--- src/core/gped_map.vh ---
`ifndef GPED_MAP_VH
`define GPED_MAP_VH
`define GPED_PIN_ENABLE_ADDR 32'h01B00000
`define GPED_PIN_DIRECTION_ADDR 32'h01B00004
`define GPED_PIN_VALUE_ADDR 32'h01B00008
`define GPED_PIN_OUT_ADDR 32'h01B0000C
`define GPED_ENABLE_RESET 16'h00F9
`define GPED_DIRECTION_RESET 16'h0000
`define GPED_PIN_COUNT 16
`define GPED_RESERVED_ZERO 16'h0000
`endif

--- src/core/gped_pin_cell.v ---
`timescale 1ns/1ps
`include "gped_map.vh"
module gped_pin_cell (
    enable_bit,
    direction_bit,
    out_bit,
    pin_in,
    pin_out,
    pin_oe,
    sample
);
    input wire enable_bit;
    input wire direction_bit;
    input wire out_bit;
    input wire pin_in;
    output wire pin_out;
    output wire pin_oe;
    output wire sample;
    // direction is ignored unless the pin is enabled
    assign pin_oe = enable_bit & direction_bit;
    assign pin_out = pin_oe & out_bit;
    // disabled pins read zero so software never sees foreign traffic
    assign sample = enable_bit & pin_in;
endmodule // gped_pin_cell

--- src/core/gped_port.v ---
// Design decision made here: register access over Wishbone.
`timescale 1ns/1ps
`include "gped_map.vh"
// Summary of operation
// sixteen pins 15..0, enable and direction bit at the pin's position
// a pin is general purpose only while its enable bit is 1
// enabled pin: direction 0 means input, 1 means output drive
// direction bits of disabled pins have no effect on the pin
// reset clears all direction bits, every pin starts as input
// enable resets with bits 7,6,5,4,3,0 set, others clear
// enable register at byte 0x01B00000, read and write
// direction register at byte 0x01B00004, read and write
// bits 31..16 of both registers read zero, writes ignored
module gped_port #(
    parameter PINS = `GPED_PIN_COUNT
) (
    clk,
    rst,
    wb_cyc_i,
    wb_stb_i,
    wb_we_i,
    wb_adr_i,
    wb_dat_i,
    wb_sel_i,
    wb_dat_o,
    wb_ack_o,
    wb_err_o,
    general_pins_in,
    general_pins_out,
    general_pins_oe
);
    input wire clk;
    input wire rst;
    input wire wb_cyc_i;
    input wire wb_stb_i;
    input wire wb_we_i;
    input wire [31:0] wb_adr_i;
    input wire [31:0] wb_dat_i;
    input wire [3:0] wb_sel_i;
    output reg [31:0] wb_dat_o;
    output reg wb_ack_o;
    output reg wb_err_o;
    input wire [PINS-1:0] general_pins_in;
    output wire [PINS-1:0] general_pins_out;
    output wire [PINS-1:0] general_pins_oe;

    reg [15:0] enable_q;
    reg [15:0] direction_q;
    reg [15:0] out_q;
    wire [PINS-1:0] sample;
    wire req;
    wire hit_en;
    wire hit_dir;
    wire hit_val;
    wire hit_out;
    wire hit;
    wire [15:0] lane_mask;
    reg [31:0] rdata_d;
    reg [15:0] enable_d;
    reg [15:0] direction_d;
    reg [15:0] out_d;
    reg [31:0] dat_d;
    reg [2:0] state_q;
    reg [2:0] state_d;
    wire wr_req;
    wire rd_req;
    wire wr_en;
    wire wr_dir;
    wire wr_out;
    wire [15:0] wdata;

    // answer states, one-hot
    localparam [2:0] ST_IDLE = 3'b001;
    localparam [2:0] ST_ACK = 3'b010;
    localparam [2:0] ST_ERR = 3'b100;

    // one answer per request; ack drops for a cycle between requests
    assign req = wb_cyc_i & wb_stb_i & ~wb_ack_o & ~wb_err_o;
    assign hit_en = wb_adr_i == `GPED_PIN_ENABLE_ADDR;
    assign hit_dir = wb_adr_i == `GPED_PIN_DIRECTION_ADDR;
    assign hit_val = wb_adr_i == `GPED_PIN_VALUE_ADDR;
    assign hit_out = wb_adr_i == `GPED_PIN_OUT_ADDR;
    assign hit = hit_en | hit_dir | hit_val | hit_out;
    // only the two low byte lanes hold bits
    assign lane_mask = {{8{wb_sel_i[1]}}, {8{wb_sel_i[0]}}};

    // a refused address never writes; it only earns an error pulse
    assign wr_req = req & wb_we_i & hit;
    assign rd_req = req & ~wb_we_i & hit;
    assign wr_en = wr_req & hit_en;
    assign wr_dir = wr_req & hit_dir;
    assign wr_out = wr_req & hit_out;
    // upper lanes never reach a register bit
    assign wdata = wb_dat_i[15:0] & lane_mask;

    always @* begin
        rdata_d = 32'h00000000;
        if (hit_en) begin
            rdata_d = {`GPED_RESERVED_ZERO, enable_q};
        end else if (hit_dir) begin
            rdata_d = {`GPED_RESERVED_ZERO, direction_q};
        end else if (hit_val) begin
            rdata_d = {`GPED_RESERVED_ZERO, sample};
        end else if (hit_out) begin
            rdata_d = {`GPED_RESERVED_ZERO, out_q};
        end
    end

    // next values; a lane that is not selected keeps its old bits
    always @* begin
        enable_d = enable_q;
        direction_d = direction_q;
        out_d = out_q;
        if (wr_en) begin
            enable_d = (enable_q & ~lane_mask) | wdata;
        end
        if (wr_dir) begin
            direction_d = (direction_q & ~lane_mask) | wdata;
        end
        if (wr_out) begin
            out_d = (out_q & ~lane_mask) | wdata;
        end
    end

    // every answer lasts one cycle and is followed by a quiet cycle,
    // so a master that holds stb after ack is not taken twice
    always @* begin
        state_d = ST_IDLE;
        case (state_q)
            ST_IDLE: begin
                if (req & hit) begin
                    state_d = ST_ACK;
                end else if (req) begin
                    state_d = ST_ERR;
                end
            end
            ST_ACK: begin
                state_d = ST_IDLE;
            end
            ST_ERR: begin
                state_d = ST_IDLE;
            end
            default: begin
                state_d = ST_IDLE;
            end
        endcase
    end

    // handshake pulses come straight from the state register
    always @* begin
        wb_ack_o = state_q == ST_ACK;
        wb_err_o = state_q == ST_ERR;
    end

    // read data only on a mapped read; zero keeps the bus quiet otherwise
    always @* begin
        dat_d = 32'h00000000;
        if (rd_req) begin
            dat_d = rdata_d;
        end
    end

    // reset leaves the power-on pin set enabled
    always @(posedge clk or posedge rst) begin
        if (rst) begin
            enable_q <= `GPED_ENABLE_RESET;
        end else begin
            enable_q <= enable_d;
        end
    end

    // reset turns every pin into an input
    always @(posedge clk or posedge rst) begin
        if (rst) begin
            direction_q <= `GPED_DIRECTION_RESET;
        end else begin
            direction_q <= direction_d;
        end
    end

    always @(posedge clk or posedge rst) begin
        if (rst) begin
            out_q <= `GPED_RESERVED_ZERO;
        end else begin
            out_q <= out_d;
        end
    end

    always @(posedge clk or posedge rst) begin
        if (rst) begin
            state_q <= ST_IDLE;
        end else begin
            state_q <= state_d;
        end
    end

    // registered data, valid in the cycle of ack
    always @(posedge clk or posedge rst) begin
        if (rst) begin
            wb_dat_o <= 32'h00000000;
        end else begin
            wb_dat_o <= dat_d;
        end
    end

    genvar i;
    generate
        for (i = 0; i < PINS; i = i + 1) begin : g_pin
            gped_pin_cell u_cell (
                .enable_bit(enable_q[i]),
                .direction_bit(direction_q[i]),
                .out_bit(out_q[i]),
                .pin_in(general_pins_in[i]),
                .pin_out(general_pins_out[i]),
                .pin_oe(general_pins_oe[i]),
                .sample(sample[i])
            );
        end
    endgenerate
endmodule // gped_port

--- config.mk ---
export PLATFORM = sky130hd
export DESIGN_NAME = gped_port
export DESIGN_NICKNAME = d
export VERILOG_FILES = /design/src/core/gped_pin_cell.v /design/src/core/gped_port.v
export VERILOG_INCLUDE_DIRS = /design/src /design/src/core
export SDC_FILE = /design/constraint.sdc
export NUM_CORES = 1
export LEC_CHECK = 0
export ABC_AREA = 0
export ABC_CLOCK_PERIOD_IN_PS = 3500
export BUFFER_PORTS_ARGS = -buffer_cell sky130_fd_sc_hd__buf_4
export CAP_MARGIN = 30
export CORE_AREA = 2 2 88 90
export CTS_CLUSTER_DIAMETER = 150
export CTS_CLUSTER_SIZE = 25
export DETAILED_ROUTE_END_ITERATION = 10
export DIE_AREA = 0 0 90 92
export GPL_TIMING_DRIVEN = 0
export PLACE_DENSITY = 0.82
export RECOVER_POWER = 25
export SLEW_MARGIN = 15
export SYNTH_ARGS = -nofsm -noshare
export SYNTH_HDL_FRONTEND = slang
export SYNTH_SLANG_ARGS = --single-unit
export TNS_END_PERCENT = 30
--- constraint.sdc ---
create_clock -name clk -period 3.5 [get_ports clk]
set_input_delay 0.525 -clock clk [delete_from_list [all_inputs] [get_ports clk]]
set_output_delay 0.525 -clock clk [all_outputs]
set_load 0.01 [all_outputs]
==> flow_summary.yaml, run 1 <==
clocking:
  cts_hold_buf: 0
  cts_sinks: 67
  cts_resized: 0
  clock_latency_ns: 0.34
  postCtsSetupBuffers: 0
  cts_max_level: 3
  tritoncts: "done"
  ctsLongestPathBuffers: 2
  clkSlewWorstSetupHoldPaths_ns: 0.07
  clock-root-buffer: "clkbuf_8"
  numCtsBuffers: 9
die:
  core-area_sq_um: 7447
  dieWidth_um: 90
  start_util_pct: 50.10
  rows: 32
  die_area_sq_um: 8280
  ioPinCount: 155
  die_h_um: 92
synth:
  synthCells: 332
  ys_warn_count: 0
  ys_seq_elements: 67
  syn_area_per_cell_sq_um: 11.24
  synth.distinct_cells: 31
  synth_area_sq_um: 3731
  ys_seq_area_share_pct: 45.17
place:
  gp_congestion: 0.8265
  io_buffers: 120
  hpwl_um: 6542
route:
  vias: 2941
  antenna_left: 0
  drt-total-wl_um: 8941
  drc_errors: 0
  vias_per_cell: 5.019
  dr.pass1.iters: 5
  wire_per_inst_um: 15.26
  initialDrtViolationCount: 112
worst_setup_path:
  worstPathMaxFanout: 8
  cp-start-kind: "primary input"
  critical_path_class: "in -> reg"
  endpoint_kind: "flip-flop"
  critPathArrivalTime_ns: 2.49
  required_ns: 3.72
final_layout:
  area_growth_pct: 34.24
  drive_gt1_share_pct: 53.93
  diodes: 0
  nets: 568
global_routing:
  gr-total-overflow: 0
  antenna_found_initial: 0
  grtUsageTotal_pct: 21.98
  grt_pass1_wl_um: 14380
  grt_pass1_vias: 2979
  grt_max_degree: 49
timing:
  post-route-min-period_ns: 2.272
  fmax_ghz: 0.4402
  holdWs_ns: 0.3736
  hold_viol: 0
  clock_skew_ns: 0.009983
  max_slew_margin_pct: 31.34
  worstMarginPinSlew_ns: 1.024
  setup_viol: 0
  rsz0062_at_grt: "false"
  slew_violations: 0
  fin_crit_sh_pct: 64.91
  setup_tns_ns: 0
worst_hold_path:
  hp-class: "in -> async"
power_and_ir_drop:
  power.leakage_nw: 2.642
  powerDensity_nw_per_um2: 296.6
  irDropWorstVdd_mv: 0.2401
outcome:
  status: "completed"
run:
  max-cap-violations: 0
==> per-layer routing <==
layer	track usage, %	wire length, um
met5	0	0
met4	8.205	197
met3	4.437	367
met2	37.47	4520
met1	27.80	3855
==> cell usage after synthesis (all sizes together) <==
library cell | number | area share, %
mux2 | 64 | 19
dfrtp | 60 | 40
buf | 50 | 9.9
nand2 | 18 | 1.8
a21oi | 17 | 2.3
and2 | 16 | 2.7
and3 | 16 | 2.7
nand2b | 16 | 2.7
nand3b | 16 | 3.2
clkbuf | 9 | 0.91
nor4 | 9 | 2.3
nand4 | 8 | 1.7
dfstp | 7 | 4.9
nor4b | 5 | 1.2
and4 | 4 | 1.0
and4b | 2 | 0.54
inv | 2 | 0.20
nor2 | 2 | 0.20
nor2b | 2 | 0.34
nor3b | 2 | 0.40
nor4bb | 2 | 0.54
a21o | 1 | 0.20
conb | 1 | 0.10
nand4b | 1 | 0.23
or4 | 1 | 0.20
xor2 | 1 | 0.23
==> final timing paths <==
path                              start          end  slack (ns)  cells past startpoint
max                        wb_adr_i[19]    flip-flop        1.23                      5
min                                 rst  wb_dat_o[8]        0.37                      2
max reg2reg                  state_q[1]    flip-flop        1.38                      4
min reg2reg                   flip-flop    flip-flop        0.53                      1
max in group asynchronous           rst   state_q[0]        2.37                      3
min in group clk           wb_dat_i[10]    flip-flop        0.43                      2
==> layout by cell type (no fill, tap or decap) <==
cell type / n
buf_4: 167
mux2_2: 64
dfrtp_1: 60
nand2_1: 18
a21oi_1: 17
nand2b_1: 16
nand3b_1: 16
and2_1: 16
and3_1: 16
conb_1: 16
clkbuf_1: 12
clkbuf_8: 10
nor4_1: 7
dfstp_2: 7
nand4_1: 6
nor4b_1: 5
clkinv_2: 3
nor2_1: 2
nor4_4: 2
and4_1: 2
and4_2: 2
and4b_1: 2
nor2b_1: 2
nor4bb_1: 2
nand4_2: 2
nor3b_1: 2
inv_1: 1
xor2_1: 1
a21o_1: 1
buf_1: 1
nand4b_1: 1
buf_2: 1
or4_1: 1
clkinvlp_2: 1
clkbuf_4: 1
buf_16: 1
==> final cells by class <==
cell class / count / area, sq um
Buffer: 59 / 402.9
Clock buffer: 13 / 148.9
Clock inverter: 3 / 15.01
Fill cell: 590 / 2439
Inverter: 2 / 8.758
Multi-Input combinational cell: 219 / 1692
Sequential cell: 67 / 1685
Tap cell: 102 / 127.6
Timing Repair Buffer: 121 / 928.4
==> per-stage QoR <==
step           total power [W]  instance area, sq um  setup slack (ns)  instances  utilization (%)
2_1_floorplan        0.0008588                  3787             1.303        347                -
3_3_place_gp         0.0009399                  4816            0.5440        569            64.67
3_5_place_dp         0.0009481                  4846            0.8088        570            65.07
4_1_cts               0.001491                  5010             1.167        586            67.27
5_1_grt               0.001537                  5009             1.082        586            67.25
6_report              0.001486                  5009             1.228        586            67.25
==> kinds of logic after synthesis <==
| kind of cell | Yosys count | synth area share [%] |
|---|---|---|
| AND/OR/NAND/NOR | 120 | 21.70 |
| flip-flops | 67 | 45.17 |
| multiplexers | 64 | 19.32 |
| buffers and inverters | 61 | 11.00 |
| AO/OA/AOI/OAI | 18 | 2.482 |
| XOR/XNOR | 1 | 0.2348 |
| other | 1 | 0.1005 |
==> critical path: stages <==
cell and delay, ns:
buf_4 0.11, nor4b_1 0.45, nand4_1 0.33, nor4_4 0.67, mux2_2 0.41
==> power breakdown <==
group	leakage (nW)	switching, W	total (W)	internal, W
logic	1.64	0.0000718	0.000155	0.0000833
clock network	0.0872	0.000279	0.000553	0.000274
registers	0.910	0.00000119	0.000778	0.000776
total	2.64	0.000352	0.00149	0.00113
Power figures use the tool's default switching activity.
==> run 2, diff against run 1 <==
--- a/config.mk
+++ b/config.mk
@@ -7,16 +7,16 @@
 export NUM_CORES = 1
 export LEC_CHECK = 0
 export ABC_AREA = 0
-export ABC_CLOCK_PERIOD_IN_PS = 3500
+export ABC_CLOCK_PERIOD_IN_PS = 1900
 export BUFFER_PORTS_ARGS = -buffer_cell sky130_fd_sc_hd__buf_4
 export CAP_MARGIN = 30
-export CORE_AREA = 2 2 88 90
+export CORE_AREA = 2 2 96 98
 export CTS_CLUSTER_DIAMETER = 150
 export CTS_CLUSTER_SIZE = 25
 export DETAILED_ROUTE_END_ITERATION = 10
-export DIE_AREA = 0 0 90 92
+export DIE_AREA = 0 0 98 100
 export GPL_TIMING_DRIVEN = 0
-export PLACE_DENSITY = 0.82
+export PLACE_DENSITY = 0.73
 export RECOVER_POWER = 25
 export SLEW_MARGIN = 15
 export SYNTH_ARGS = -nofsm -noshare
==> constraint.sdc (replaced) <==
create_clock -name clk -period 1.9 [get_ports clk]
set_input_delay 0.285 -clock clk [delete_from_list [all_inputs] [get_ports clk]]
set_output_delay 0.285 -clock clk [all_outputs]
set_load 0.01 [all_outputs]
==> run 2 against run 1 <==
  * Global-route usage is 2.9 points lower
  * First-iteration DRC count decreased by 7.1%
  * Die area is 18% higher
  * Register-to-register slack lost 1.3 ns
  * Non-clock buffer count is 8 higher
  * Worst setup slack got worse by 1.1 ns
  * Core utilization decreased by 9.1 points
  * Largest cell class unchanged
  * Highest routed layer unchanged
==> flow_summary.yaml, run 2 (synthesis gave the netlist of run 1 again) <==
route:
  wire_per_inst_um: 15.40
  drt-total-wl_um: 9286
  drc_errors: 0
  initialDrtViolationCount: 104
  vias: 2950
  vias_per_cell: 4.892
  antenna_left: 0
  dr.pass1.iters: 4
power_and_ir_drop:
  irDropWorstVdd_mv: 0.3699
  power.leakage_nw: 2.697
  powerDensity_nw_per_um2: 581.8
die:
  ioPinCount: 155
  die_h_um: 100
  rows: 35
  core-area_sq_um: 8890
  start_util_pct: 41.97
  dieWidth_um: 98
  die_area_sq_um: 9800
timing:
  rsz0062_at_grt: "false"
  hold_viol: 0
  fin_crit_sh_pct: 95.56
  setup_tns_ns: 0
  clock_skew_ns: 0.008505
  max_slew_margin_pct: 7.725
  post-route-min-period_ns: 1.816
  worstMarginPinSlew_ns: 1.377
  fmax_ghz: 0.5508
  holdWs_ns: 0.1977
  setup_viol: 0
  slew_violations: 0
final_layout:
  fin_area_sq_um: 5167
  drive_gt1_share_pct: 55.08
  nets: 576
  final_common_cell: "buf_4"
  diodes: 0
  layout_common_cells: "buf_4 (173), mux2_2 (64), dfrtp_1 (60)"
  area_growth_pct: 38.50
place:
  io_buffers: 120
  placed_cell_area_sq_um: 4851
  gp_congestion: 0.8413
  hpwl_um: 6827
global_routing:
  grt_max_degree: 38
  grt_pass1_wl_um: 14820
  grt_pass1_vias: 3016
  antenna_found_initial: 0
  grtUsageTotal_pct: 19.13
  gr-total-overflow: 0
outcome:
  status: "completed"
worst_setup_path:
  required_ns: 2.12
  endpoint_kind: "flip-flop"
  crit_start: "state_q[1]"
  cp-start-kind: "flip-flop"
  critPathArrivalTime_ns: 2.03
  critical_path_class: "reg -> reg"
  worstPathMaxFanout: 8
  slowest_stage: "dfrtp_1"
  crit_chain: "xor2_1 -> a21o_1 -> nor4_4 -> buf_12 -> mux2_2"
  cp_slowest_stage_delay_ns: 0.41
  reg2reg_from: "state_q[1]"
clocking:
  clkSlewWorstSetupHoldPaths_ns: 0.07
  clock_latency_ns: 0.33
  cts_hold_buf: 0
  numCtsBuffers: 9
  tritoncts: "done"
  cts_sinks: 67
  cts_max_level: 3
  clock-root-buffer: "clkbuf_8"
  ctsLongestPathBuffers: 2
run:
  max-cap-violations: 0
worst_hold_path:
  hp-class: "in -> reg"
  min_from: "wb_dat_i[10]"
[run 2: cell types whose count changed in the layout (fill, tap and decap cells not counted)]
cell | before | now
buf_16 | 1 | 0
clkbuf_4 | 1 | 2
buf_4 | 167 | 173
a21oi_2 | 0 | 1
clkinv_2 | 3 | 0
a21oi_1 | 17 | 16
buf_12 | 0 | 2
nor4b_1 | 5 | 3
nand4_2 | 2 | 0
clkbuf_1 | 12 | 13
bufinv_16 | 0 | 2
nor4b_2 | 0 | 2
nand4_4 | 0 | 2
[run 2: area by class of cell]
| cell class | instances | area [sq um] |
|---|---|---|
| Fill cell | 766 | 3722 |
| Buffer | 59 | 402.9 |
| Sequential cell | 67 | 1685 |
| Multi-Input combinational cell | 219 | 1725 |
| Clock inverter | 2 | 60.06 |
| Timing Repair Buffer | 129 | 993.5 |
| Clock buffer | 14 | 152.6 |
| Inverter | 2 | 8.758 |
| Tap cell | 111 | 138.9 |
[run 2: worst paths after layout]
path / to / slack [ns] / cells past startpoint
worst max-delay path: flip-flop / 0.08 / 5
max in group asynchronous: async pin / 0.45 / 3
worst max register to register: flip-flop / 0.08 / 5
min in group asynchronous: wb_dat_o[9] / 0.25 / 2
worst min register to register: flip-flop / 0.53 / 1
worst min-delay path: flip-flop / 0.20 / 2
[run 2: report_power, final]
part           total, W  internal [W]  switching, W
Combinational  0.000287      0.000150      0.000137
Clock           0.00129      0.000779      0.000508
Sequential      0.00143       0.00143    0.00000232
[run 2: critical path, delay by kind of cell, from the launching register on]
family          cells  cell delay (ns)
flops               1             0.41
mux                 1             0.34
simple gates        1             0.33
compound gates      1             0.25
xor+xnor            1             0.19
buf+inv             1             0.18
[run 2: stage by stage]
| step | util [%] | setup WS (ns) | instances | total power, W |
|---|---|---|---|---|
| detailed placement | 54.57 | -0.5616 | 579 | 0.001746 |
| floorplan | - | 0.01764 | 347 | 0.001582 |
| CTS | 57.21 | -0.1632 | 598 | 0.003032 |
| global placement | 54.34 | -0.4543 | 578 | 0.001736 |
| finish | 58.13 | 0.08431 | 603 | 0.003006 |
| global route | 58.13 | 0.02388 | 603 | 0.003124 |
[run 2: routing by layer]
layer	GRT usage [%]	routed length, um
met4	7.265	198
met1	24.46	3953
met3	2.577	404
met2	33.19	4729
met5	0	0
[run 2: repair_timing]
item | in CTS | in global routing
endpoints found under the setup margin | 50 | 43
setup buffers | 3 | 5
pin swaps | 5 | 2
gates resized for setup | 0 | 5
==> run 3, diff against run 2 <==
--- a/config.mk
+++ b/config.mk
@@ -7,18 +7,17 @@
 export NUM_CORES = 1
 export LEC_CHECK = 0
 export ABC_AREA = 0
-export ABC_CLOCK_PERIOD_IN_PS = 1900
+export ABC_CLOCK_PERIOD_IN_PS = 2100
 export BUFFER_PORTS_ARGS = -buffer_cell sky130_fd_sc_hd__buf_4
 export CAP_MARGIN = 30
-export CORE_AREA = 2 2 96 98
+export CORE_AREA = 2 2 88 90
 export CTS_CLUSTER_DIAMETER = 150
 export CTS_CLUSTER_SIZE = 25
 export DETAILED_ROUTE_END_ITERATION = 10
-export DIE_AREA = 0 0 98 100
+export DIE_AREA = 0 0 90 92
 export GPL_TIMING_DRIVEN = 0
-export PLACE_DENSITY = 0.73
+export PLACE_DENSITY = 0.82
 export RECOVER_POWER = 25
-export SLEW_MARGIN = 15
 export SYNTH_ARGS = -nofsm -noshare
 export SYNTH_HDL_FRONTEND = slang
 export SYNTH_SLANG_ARGS = --single-unit
==> constraint.sdc (replaced) <==
create_clock -name clk -period 2.1 [get_ports clk]
set_input_delay 0.315 -clock clk [delete_from_list [all_inputs] [get_ports clk]]
set_output_delay 0.315 -clock clk [all_outputs]
set_load 0.01 [all_outputs]
==> run 3 against run 2 <==
  * Sequential cell count stayed put
  * First-iteration DRC count decreased by 18%
  * Register-to-register slack better by 0.05 ns
==> flow_summary.yaml, run 3 (synthesis gave the netlist of run 1 again) <==
die:
  ioPinCount: 155
  start_util_pct: 50.10
  rows: 32
  die_area_sq_um: 8280
  die_h_um: 92
  dieWidth_um: 90
  core-area_sq_um: 7447
timing:
  holdWs_ns: 0.2248
  setup_ws_ns: 0.1231
  fin_crit_sh_pct: 94.14
  clock_skew_ns: 0.008761
  fmax_ghz: 0.5059
  rsz0062_at_grt: "false"
  setup_viol: 0
  post-route-min-period_ns: 1.977
  worstMarginPinSlew_ns: 1.204
  slew_violations: 0
  max_slew_margin_pct: 19.65
  hold_viol: 0
worst_hold_path:
  hp-class: "in -> reg"
  whs_path_depth: 2
final_layout:
  drive_gt1_share_pct: 54.53
  final_common_cell: "buf_4"
  diodes: 0
  postLayoutCoreUtil_pct: 67.73
  layout_common_cells: "buf_4 (168), mux2_2 (64), dfrtp_1 (60)"
  area_growth_pct: 35.18
  nets: 570
place:
  preCtsSetupSlack_ns: -0.3792
  gp_congestion: 0.8265
  hpwl_um: 6570
  io_buffers: 120
worst_setup_path:
  critPathBufInv: 1
  critical_path_class: "in -> reg"
  endpoint_kind: "flip-flop"
  required_ns: 2.31
  cp_slowest_stage_delay_ns: 0.70
  worstPathMaxFanout: 8
  r2r_cells: 4
  critical-path-top-delay-family: "simple AND/OR/NAND/NOR gates"
  cp_num_cells: 5
  cp-start-kind: "primary input"
  slowest_stage: "nor4_4"
  critPathArrivalTime_ns: 2.19
  crit_chain: "buf_4 -> nor4b_1 -> nand4_1 -> nor4_4 -> mux2_2"
power_and_ir_drop:
  irDropWorstVdd_mv: 0.3746
  powerDensity_nw_per_um2: 489.8
  power.leakage_nw: 2.659
clocking:
  numCtsBuffers: 9
  cts_sinks: 67
  clock_latency_ns: 0.33
  cts_max_level: 3
  cts_hold_buf: 0
  ctsLongestPathBuffers: 2
  tritoncts: "done"
  clock-root-buffer: "clkbuf_8"
  clkSlewWorstSetupHoldPaths_ns: 0.07
route:
  drc_errors: 0
  antenna_left: 0
  dr.pass1.iters: 4
  vias: 2948
  initialDrtViolationCount: 85
  drt-total-wl_um: 9019
  wire_per_inst_um: 15.34
  vias_per_cell: 5.014
global_routing:
  antenna_found_initial: 0
  grt_max_degree: 39
  grtUsageTotal_pct: 21.78
  gr-total-overflow: 0
  grt_pass1_wl_um: 14270
  grt_pass1_vias: 2940
outcome:
  status: "completed"
run:
  max-cap-violations: 0
-- run 3: cell types whose count changed in the layout (fill, tap and decap cells not counted), sizes merged --
cell	change
buf	-5
clkinv	+3
bufinv	-2
clkbuf	-2
clkinvlp	-1
inv	+1
-- run 3: routing by layer --
metal | routed length (um) | up-vias | GRT usage (%) | part of all wire [%]
li1 | - | 1415 | - | -
met1 | 3888 | 1432 | 27.57 | 43
met2 | 4530 | 85 | 36.97 | 50
met3 | 408 | 16 | 4.930 | 4.5
met4 | 191 | 0 | 7.564 | 2.1
met5 | 0 | - | 0 | 0
-- run 3: where the power goes --
group	internal (W)	leakage (nW)	switching (W)
Sequential	0.00129	0.910	0.00000199
Combinational	0.000138	1.66	0.000123
Clock	0.000456	0.0872	0.000457
Total	0.00189	2.66	0.000581
-- run 3: path summary, 6_finish.rpt --
path	startpoint	to	slack (ns)
min	wb_dat_i[12]	flip-flop	0.22
min in group asynchronous	rst	wb_dat_o[5]	0.32
max reg2reg	state_q[1]	flip-flop	0.13
max in group asynchronous	rst	state_q[0]	0.93
max	wb_adr_i[8]	flip-flop	0.12
min reg2reg	flip-flop	flip-flop	0.53
-- run 3: area by class of cell --
class	count	area, sq um
fill	604	2404
multi-input combinational	219	1708
sequential	67	1685
timing repair buffer	123	948.4
buffer	59	402.9
clock buffer	13	148.9
tap	102	127.6
clock inverter	3	15.01
inverter	2	7.507
-- run 3: stage by stage --
| stage | power [W] | TNS, ns | std cells | area [sq um] |
|---|---|---|---|---|
| after floorplan | 0.001431 | 0 | 347 | 3787 |
| after global placement | 0.001566 | -49.73 | 569 | 4816 |
| after detailed placement | 0.001578 | -11.84 | 570 | 4836 |
| after CTS | 0.002487 | 0 | 587 | 5011 |
| after global routing | 0.002564 | 0 | 588 | 5044 |
| final | 0.002470 | 0 | 588 | 5044 |
-- run 3: repair_timing --
item	CTS	global route
buffers inserted	1	1
pin swaps	3	2
gates resized for setup	1	2
endpoints found under the setup margin	22	32
